`src/rtl/acss_defines.svh`:
```
`ifndef ACSS_DEFINES_SVH
`define ACSS_DEFINES_SVH

`define ACSS_TIMER_OFFSET 4'h8
`define ACSS_MASK_W 16
`define ACSS_TAG_W 4
`define ACSS_SEL_W 8
`define ACSS_BIT_OFFSET 4'hF
`define ACSS_BIT_VCM 4'hE
`define ACSS_BIT_SUPPLY 4'hD
`define ACSS_BIT_TEMP 4'hC
`define ACSS_SEL_OFFSET 8'h88
`define ACSS_SEL_VCM 8'hF8
`define ACSS_SEL_SUPPLY 8'h98
`define ACSS_SEL_TEMP 8'hDE
`define ACSS_SEL_SE_LOW 4'h8
`define ACSS_DIFF_BASE 4'h8
`define ACSS_PWR_SHUTDOWN 2'h0
`define ACSS_PWR_STANDBY 2'h2
`define ACSS_PWR_RUN 2'h3
`define ACSS_GAIN_THIRD 3'h0
`define ACSS_GAIN_ONE 3'h1
`define ACSS_FMT_TAGGED 2'h3
`define ACSS_WARMUP 24'h000100
`define ACSS_DLY_LSB 20
`define ACSS_DLY_MSB 22
`define ACSS_RESULT_W 32
`define ACSS_DATA_W 24
`define ACSS_VAR_FULL 2'h0
`define ACSS_VAR_ONE_PAIR 2'h1
`define ACSS_VAR_TWO_PAIR 2'h2
`define ACSS_MASK_ONE_PAIR 16'hF103
`define ACSS_MASK_TWO_PAIR 16'hF30F
`define ACSS_MASK_FULL 16'hFFFF

`endif

```
`src/rtl/acss_pkg.sv`:
```
package acss_pkg;
  typedef enum logic [2:0] {
    ACSS_IDLE = 3'b000,
    ACSS_CONV = 3'b001,
    ACSS_DLY = 3'b010,
    ACSS_WAIT = 3'b011
  } acss_state_e;

  typedef struct packed {
    acss_state_e state;
    logic [15:0] pending;
    logic [3:0] cur;
    logic [9:0] dly_cnt;
    logic [23:0] wait_cnt;
    logic [1:0] pwr;
    logic [7:0] sel;
    logic [2:0] gain;
    logic short_gnd;
    logic start;
    logic [31:0] result;
    logic drdy;
    logic done;
  } acss_state_s;
endpackage

```
`src/rtl/acss_sequencer.sv`:
```
`include "acss_defines.svh"
// Behaviour
// - convert every enabled mask bit, highest bit first down to bit zero
// - tagged layout code 11 puts the 4-bit channel tag in result top bits
// - monitor bits 15..12 use tags 1111..1100 and selectors 88, F8, 98, DE
// - bits 11..8 pick pairs 67,45,23,01; bits 7..0 single inputs N8
// - supply entry uses selector 98 and forces one-third gain
// - temperature entry uses selector DE and forces unity gain
// - overrides last one conversion and never change stored register values
// - zero-offset entry shorts selector output to ground, no auto correction
// - common-mode entry uses selector F8 and forces unity gain
// - mask bits of absent inputs on reduced variants ignore writes
// - delay code 0..7 waits 0,8,16,32,64,128,256,512 decimation periods
// - intra-cycle delay only between conversions of the same cycle
// - during that delay converter is in standby while readback shows 11
// - selector moves to next entry as soon as a conversion ends
// - continuous cycles separated by the 24-bit inter-cycle count
// - internal counter loads the count, decrements, launches at zero
// - count above warm-up: shutdown between cycles, warm-up restarts at 256
// - count below warm-up: standby between cycles
// - power state readback is 11 throughout cycles and waits
// - any mask bit set means sequencing; zero mask uses the plain selector
// - sequencing starts on power state 11 write and holds until done/aborted
// - repeat select 11 repeats cycles, otherwise one cycle then idle state
// - each conversion raises data ready and updates the result at once
module acss_sequencer #(
  parameter logic [1:0] VARIANT = `ACSS_VAR_FULL
) (
  input wire logic i_clk,
  input wire logic i_rst,
  input wire logic i_decimation_clock_tick,
  input wire logic i_reg_wr,
  input wire logic [3:0] i_reg_addr,
  input wire logic [23:0] i_reg_wdata,
  input wire logic i_scan_wr,
  input wire logic [23:0] i_scan_wdata,
  input wire logic i_pwr_wr,
  input wire logic [1:0] i_pwr_wdata,
  input wire logic [1:0] i_run_repeat_select,
  input wire logic [1:0] i_data_format,
  input wire logic [2:0] i_gain_field,
  input wire logic [7:0] i_input_selector_code,
  input wire logic i_conv_done,
  input wire logic [23:0] i_conv_data,
  output logic [23:0] o_scan_rdata,
  output logic [23:0] o_timer_rdata,
  output logic [1:0] o_pwr_rdata,
  output logic o_scan_active,
  output logic o_conv_start,
  output logic [7:0] o_sel,
  output logic [2:0] o_gain,
  output logic o_short_gnd,
  output logic [1:0] o_pwr_internal,
  output logic [31:0] o_result_register,
  output logic o_data_ready
);
  acss_pkg::acss_state_s st_reg;
  acss_pkg::acss_state_s st_next;
  logic [23:0] scan_reg;
  logic [23:0] timer_reg;
  logic [1:0] pwr_field_reg;
  logic [15:0] avail;
  logic [15:0] mask;
  logic [3:0] first_idx;
  logic first_found;
  logic [3:0] nxt_idx;
  logic nxt_found;
  logic [15:0] rest;
  logic [7:0] map_sel;
  logic [3:0] map_tag;
  logic [2:0] map_gain;
  logic map_short;
  logic [9:0] dly_len;

  always_comb begin
    unique case (VARIANT)
      `ACSS_VAR_ONE_PAIR: avail = `ACSS_MASK_ONE_PAIR;
      `ACSS_VAR_TWO_PAIR: avail = `ACSS_MASK_TWO_PAIR;
      default: avail = `ACSS_MASK_FULL;
    endcase
  end

  // host-visible registers; scan/timer hold programmed values only
  always_ff @(posedge i_clk) begin
    if (i_rst) begin
      scan_reg <= 24'h000000;
      timer_reg <= 24'h000000;
      pwr_field_reg <= 2'h0;
    end else begin
      if (i_scan_wr) begin
        scan_reg <= i_scan_wdata & {8'hFF, avail};
      end
      if (i_reg_wr && i_reg_addr == `ACSS_TIMER_OFFSET) begin
        timer_reg <= i_reg_wdata;
      end
      if (i_pwr_wr) begin
        pwr_field_reg <= i_pwr_wdata;
      end else if (st_reg.done) begin
        pwr_field_reg <= (i_run_repeat_select == `ACSS_PWR_STANDBY) ? `ACSS_PWR_STANDBY
                                                                    : `ACSS_PWR_SHUTDOWN;
      end
    end
  end

  assign mask = scan_reg[15:0];
  assign rest = st_reg.pending & ~(16'h0001 << st_reg.cur);

  // highest set bit search; loop runs ascending so the top bit wins
  always_comb begin
    first_idx = 4'h0;
    first_found = 1'b0;
    nxt_idx = 4'h0;
    nxt_found = 1'b0;
    for (int i = 0; i < `ACSS_MASK_W; i++) begin
      if (mask[i]) begin
        first_idx = 4'(i);
        first_found = 1'b1;
      end
      if (rest[i]) begin
        nxt_idx = 4'(i);
        nxt_found = 1'b1;
      end
    end
  end

  always_comb begin
    unique case (scan_reg[`ACSS_DLY_MSB:`ACSS_DLY_LSB])
      3'h0: dly_len = 10'h000;
      default: dly_len = 10'(10'h004 << scan_reg[`ACSS_DLY_MSB:`ACSS_DLY_LSB]);
    endcase
  end

  acss_entry_map u_map (
    .i_idx(st_next.cur),
    .i_gain(i_gain_field),
    .o_sel(map_sel),
    .o_tag(map_tag),
    .o_gain(map_gain),
    .o_short_gnd(map_short)
  );

  always_comb begin
    st_next = st_reg;
    st_next.start = 1'b0;
    st_next.drdy = 1'b0;
    st_next.done = 1'b0;
    unique case (st_reg.state)
      acss_pkg::ACSS_IDLE: begin
        if (i_pwr_wr && i_pwr_wdata == `ACSS_PWR_RUN && first_found) begin
          st_next.state = acss_pkg::ACSS_CONV;
          st_next.pending = mask;
          st_next.cur = first_idx;
          st_next.start = 1'b1;
          st_next.pwr = `ACSS_PWR_RUN;
        end
      end
      acss_pkg::ACSS_CONV: begin
        if (i_conv_done) begin
          st_next.drdy = 1'b1;
          st_next.result = {8'h00, i_conv_data};
          if (i_data_format == `ACSS_FMT_TAGGED) begin
            st_next.result = {st_reg.cur, 4'h0, i_conv_data};
          end
          st_next.pending = rest;
          if (nxt_found) begin
            st_next.cur = nxt_idx;
            if (dly_len == 10'h000) begin
              st_next.start = 1'b1;
            end else begin
              st_next.state = acss_pkg::ACSS_DLY;
              st_next.dly_cnt = dly_len;
              st_next.pwr = `ACSS_PWR_STANDBY;
            end
          end else if (i_run_repeat_select == `ACSS_PWR_RUN) begin
            st_next.state = acss_pkg::ACSS_WAIT;
            st_next.wait_cnt = timer_reg;
            st_next.pwr = (timer_reg > `ACSS_WARMUP) ? `ACSS_PWR_SHUTDOWN : `ACSS_PWR_STANDBY;
            if (timer_reg == 24'h000000) begin
              st_next.state = acss_pkg::ACSS_CONV;
              st_next.pending = mask;
              st_next.cur = first_idx;
              st_next.start = 1'b1;
              st_next.pwr = `ACSS_PWR_RUN;
            end
          end else begin
            st_next.state = acss_pkg::ACSS_IDLE;
            st_next.done = 1'b1;
            st_next.pwr = (i_run_repeat_select == `ACSS_PWR_STANDBY) ? `ACSS_PWR_STANDBY
                                                                     : `ACSS_PWR_SHUTDOWN;
          end
        end
      end
      acss_pkg::ACSS_DLY: begin
        if (i_decimation_clock_tick) begin
          st_next.dly_cnt = st_reg.dly_cnt - 10'h001;
          if (st_reg.dly_cnt == 10'h001) begin
            st_next.state = acss_pkg::ACSS_CONV;
            st_next.start = 1'b1;
            st_next.pwr = `ACSS_PWR_RUN;
          end
        end
      end
      acss_pkg::ACSS_WAIT: begin
        if (i_decimation_clock_tick) begin
          st_next.wait_cnt = st_reg.wait_cnt - 24'h000001;
          if (st_reg.wait_cnt == `ACSS_WARMUP + 24'h000001) begin
            st_next.pwr = `ACSS_PWR_STANDBY;
          end
          if (st_reg.wait_cnt == 24'h000001) begin
            st_next.state = acss_pkg::ACSS_CONV;
            st_next.pending = mask;
            st_next.cur = first_idx;
            st_next.start = 1'b1;
            st_next.pwr = `ACSS_PWR_RUN;
          end
        end
      end
      default: st_next.state = acss_pkg::ACSS_IDLE;
    endcase
    // abort: power field rewritten to not-run, or mask cleared
    if (st_reg.state != acss_pkg::ACSS_IDLE &&
        ((i_pwr_wr && i_pwr_wdata != `ACSS_PWR_RUN) || !first_found)) begin
      st_next.state = acss_pkg::ACSS_IDLE;
      st_next.start = 1'b0;
      st_next.pwr = i_pwr_wr ? i_pwr_wdata : `ACSS_PWR_STANDBY;
    end
    // selector/gain recomputed per entry, never stored to host registers
    st_next.sel = map_sel;
    st_next.gain = map_gain;
    st_next.short_gnd = map_short;
    if (st_next.state == acss_pkg::ACSS_IDLE) begin
      st_next.sel = i_input_selector_code;
      st_next.gain = i_gain_field;
      st_next.short_gnd = 1'b0;
    end
  end

  always_ff @(posedge i_clk) begin
    if (i_rst) begin
      st_reg <= '{state: acss_pkg::ACSS_IDLE, pwr: `ACSS_PWR_SHUTDOWN, default: '0};
    end else begin
      st_reg <= st_next;
    end
  end

  assign o_scan_rdata = scan_reg;
  assign o_timer_rdata = timer_reg;
  assign o_pwr_rdata = (st_reg.state != acss_pkg::ACSS_IDLE) ? `ACSS_PWR_RUN : pwr_field_reg;
  assign o_scan_active = first_found;
  assign o_conv_start = st_reg.start;
  assign o_sel = st_reg.sel;
  assign o_gain = st_reg.gain;
  assign o_short_gnd = st_reg.short_gnd;
  assign o_pwr_internal = st_reg.pwr;
  assign o_result_register = st_reg.result;
  assign o_data_ready = st_reg.drdy;
endmodule

```
`src/rtl/acss_entry_map.sv`:
```
`include "acss_defines.svh"
// maps a mask bit index to its selector, tag and gain override
module acss_entry_map (
  input wire logic [3:0] i_idx,
  input wire logic [2:0] i_gain,
  output logic [7:0] o_sel,
  output logic [3:0] o_tag,
  output logic [2:0] o_gain,
  output logic o_short_gnd
);
  always_comb begin
    o_tag = i_idx;
    o_gain = i_gain;
    o_short_gnd = 1'b0;
    o_sel = {1'b0, i_idx[2:0], `ACSS_SEL_SE_LOW};
    if (i_idx[3] && i_idx[2]) begin
      unique case (i_idx)
        `ACSS_BIT_OFFSET: begin
          o_sel = `ACSS_SEL_OFFSET;
          o_short_gnd = 1'b1;
        end
        `ACSS_BIT_VCM: begin
          o_sel = `ACSS_SEL_VCM;
          o_gain = `ACSS_GAIN_ONE;
        end
        `ACSS_BIT_SUPPLY: begin
          o_sel = `ACSS_SEL_SUPPLY;
          o_gain = `ACSS_GAIN_THIRD;
        end
        default: begin
          o_sel = `ACSS_SEL_TEMP;
          o_gain = `ACSS_GAIN_ONE;
        end
      endcase
    end else if (i_idx[3]) begin
      // pairs: bit 11 -> 0x67 ... bit 8 -> 0x01
      o_sel = {1'b0, i_idx[1:0], 1'b0, 1'b0, i_idx[1:0], 1'b1};
    end
  end
endmodule

```
`config.mk`:
```
export PLATFORM = sky130hd
export DESIGN_NAME = acss_sequencer
export DESIGN_NICKNAME = d
export VERILOG_FILES = /design/src/rtl/acss_pkg.sv /design/src/rtl/acss_sequencer.sv /design/src/rtl/acss_entry_map.sv
export VERILOG_INCLUDE_DIRS = /design/src /design/src/rtl
export SDC_FILE = /design/constraint.sdc
export NUM_CORES = 1
export LEC_CHECK = 0
export CAP_MARGIN = 30
export CORE_MARGIN = 2
export CORE_UTILIZATION = 60
export CTS_CLUSTER_SIZE = 40
export DETAILED_ROUTE_END_ITERATION = 10
export DONT_BUFFER_PORTS = 1
export GPL_ROUTABILITY_DRIVEN = 1
export MAX_ROUTING_LAYER = met4
export PLACE_DENSITY = 0.76
export SKIP_CTS_REPAIR_TIMING = 1
export SKIP_LAST_GASP = 1
export SYNTH_ARGS = -nofsm -noshare
export SYNTH_HDL_FRONTEND = slang
export SYNTH_HIERARCHICAL = 1
export SYNTH_SLANG_ARGS = --single-unit
```
`constraint.sdc`:
```
create_clock -name i_clk -period 3.9 [get_ports i_clk]
set_input_delay 0.585 -clock i_clk [delete_from_list [all_inputs] [get_ports i_clk]]
set_output_delay 0.585 -clock i_clk [all_outputs]
set_load 0.05 [all_outputs]
```
==> results_dict.tcl <==
set metrics [dict create \
    drt_iter0_drc 760 \
    syn_to_final_growth_pct 6.389 \
    die_h_um 120.0 \
    synthCells 1079 \
    crit_fanout 8 \
    postSynthAreaPerCell_sq_um 7.478 \
    synth_warnings 6 \
    drc_errors 0 \
    setup_violations 0 \
    max-slew-margin-rel_pct 42.86 \
    final_cell_mix "nand2_1, dfxtp_1, a21oi_1, nor2_1, o21ai_0" \
    io_pins 199 \
    cts_tree "built" \
    fp.dieArea_sq_um 14390 \
    h-tree-depth 4 \
    status "completed" \
    arrival_ns 4.01 \
    crit_required_ns 4.21 \
    final_common_cell "nand2_1" \
    power.leakage_nw 3.146 \
    grt_pass1_wl_um 34270 \
    power_density_nw_per_um2 417.2 \
    largest_reg_flops 58 \
    fillers 1183 \
    rows 42 \
    slew_violations 0 \
    clock_skew_ns 0.008810 \
    hold-worst-slack_ns 0.2341 \
    cp-start-kind "flop" \
    clk_latency_ns 0.43 \
    dpl.hpwl_um 14710 \
    n_antenna_cell 0 \
    hold_viol 0 \
    fmax_ghz 0.2706 \
    drtPass1Iterations 8 \
    antenna_found_initial 0 \
    syn-cell-area_sq_um 8069 \
    core-area_sq_um 13190 \
    r2r_start "st_reg[83]" \
    fin_crit_sh_pct 94.76 \
    dp.cells 1186 \
    setup.worst_path.class "reg2reg" \
    rsz0062_at_grt "no" \
    cts_buffers 17 \
    totalPowerFinal_mw 3.581 \
    utilization_pct 65.08 \
    tns_ns 0 \
    holdCritStartpoint "i_rst" \
    port-buffer-count 0 \
    nets 1133 \
    die_w_um 120.0 \
    cts.sinks 152 \
    finalWirelength_um 21220 \
    wl_per_cell_um 17.42 \
    ctsRootBufferMaster "clkbuf_16" \
    vias_per_cell 6.155 \
    floorplan.initialDensity_pct 61.17 \
    routabilityCongestion 1.021 \
    min_period_ns 3.696 \
    grt_pass1_vias 6779 \
    final_layout_size_suffix_gt1_share_pct 8.061 \
    hold_class "in2reg" \
    overflow 0 \
    cts.clk_slew.worst_paths_ns 0.06 \
    cts_buffer_depth 2 \
    end_kind "flop" \
    crit_start "st_reg[83]" \
    gr-usage-all-layers_pct 29.95 \
    worst_pin_slew_ns 0.8493 \
    ant_nets 0 \
    grt_max_degree 150 \
    vdd_drop_max_mv 0.2933 \
    vias 7497 \
    final_cells 1218 \
    max_cap_viol_count 0 \
]
[layout make-up]
class / instances / area [sq um] / area share (%)
Tap cell: 176 / 220.2 / 2.565
Inverter: 29 / 108.9 / 1.268
Sequential cell: 152 / 3043 / 35.45
Clock inverter: 13 / 146.4 / 1.705
Clock buffer: 19 / 442.9 / 5.160
Multi-Input combinational cell: 791 / 4325 / 50.39
Timing Repair Buffer: 38 / 297.8 / 3.469
[worst paths after layout]
check        slack, ns         end  cells after the start
min               0.23  st_reg[71]                      1
max reg2reg       0.20   o_gain[2]                     13
min reg2reg       0.48  st_reg[82]                      2
max               0.20   o_gain[2]                     13
[power by group]
part / total, mW / internal [mW] / switching, mW
clock network: 1.64 / 0.965 / 0.676
logic: 0.265 / 0.0907 / 0.174
registers: 1.68 / 1.58 / 0.0919
[per-layer routing]
layer	wire [um]	track usage [%]
met4	195	7.059
met3	1953	7.510
met2	9491	45.45
met1	9575	40.34
met5	0	-
[metrics by stage]
| stage | worst slack, ns | instance area (sq um) |
|---|---|---|
| after floorplan | 0.2814 | 8084 |
| after global placement | 0.3764 | 7988 |
| after detailed placement | 0.2717 | 7988 |
| after CTS | 0.2714 | 8577 |
| after global routing | 0.007190 | 8584 |
| final | 0.2045 | 8584 |
[worst max-delay path, cell delays in order, from the launching register on]
cell,delay (ns)
dfxtp_1,0.50
or4bb_1,0.57
a21oi_1,0.22
o22ai_1,0.20
or4_1,0.68
o21ai_0,0.21
a21oi_1,0.06
o21ai_0,0.23
nand3_1,0.26
nand2_1,0.17
nand3_1,0.12
and2_1,0.20
mux2i_1,0.12
nor2_1,0.05
Note: power is estimated with default switching activity, not from simulation.
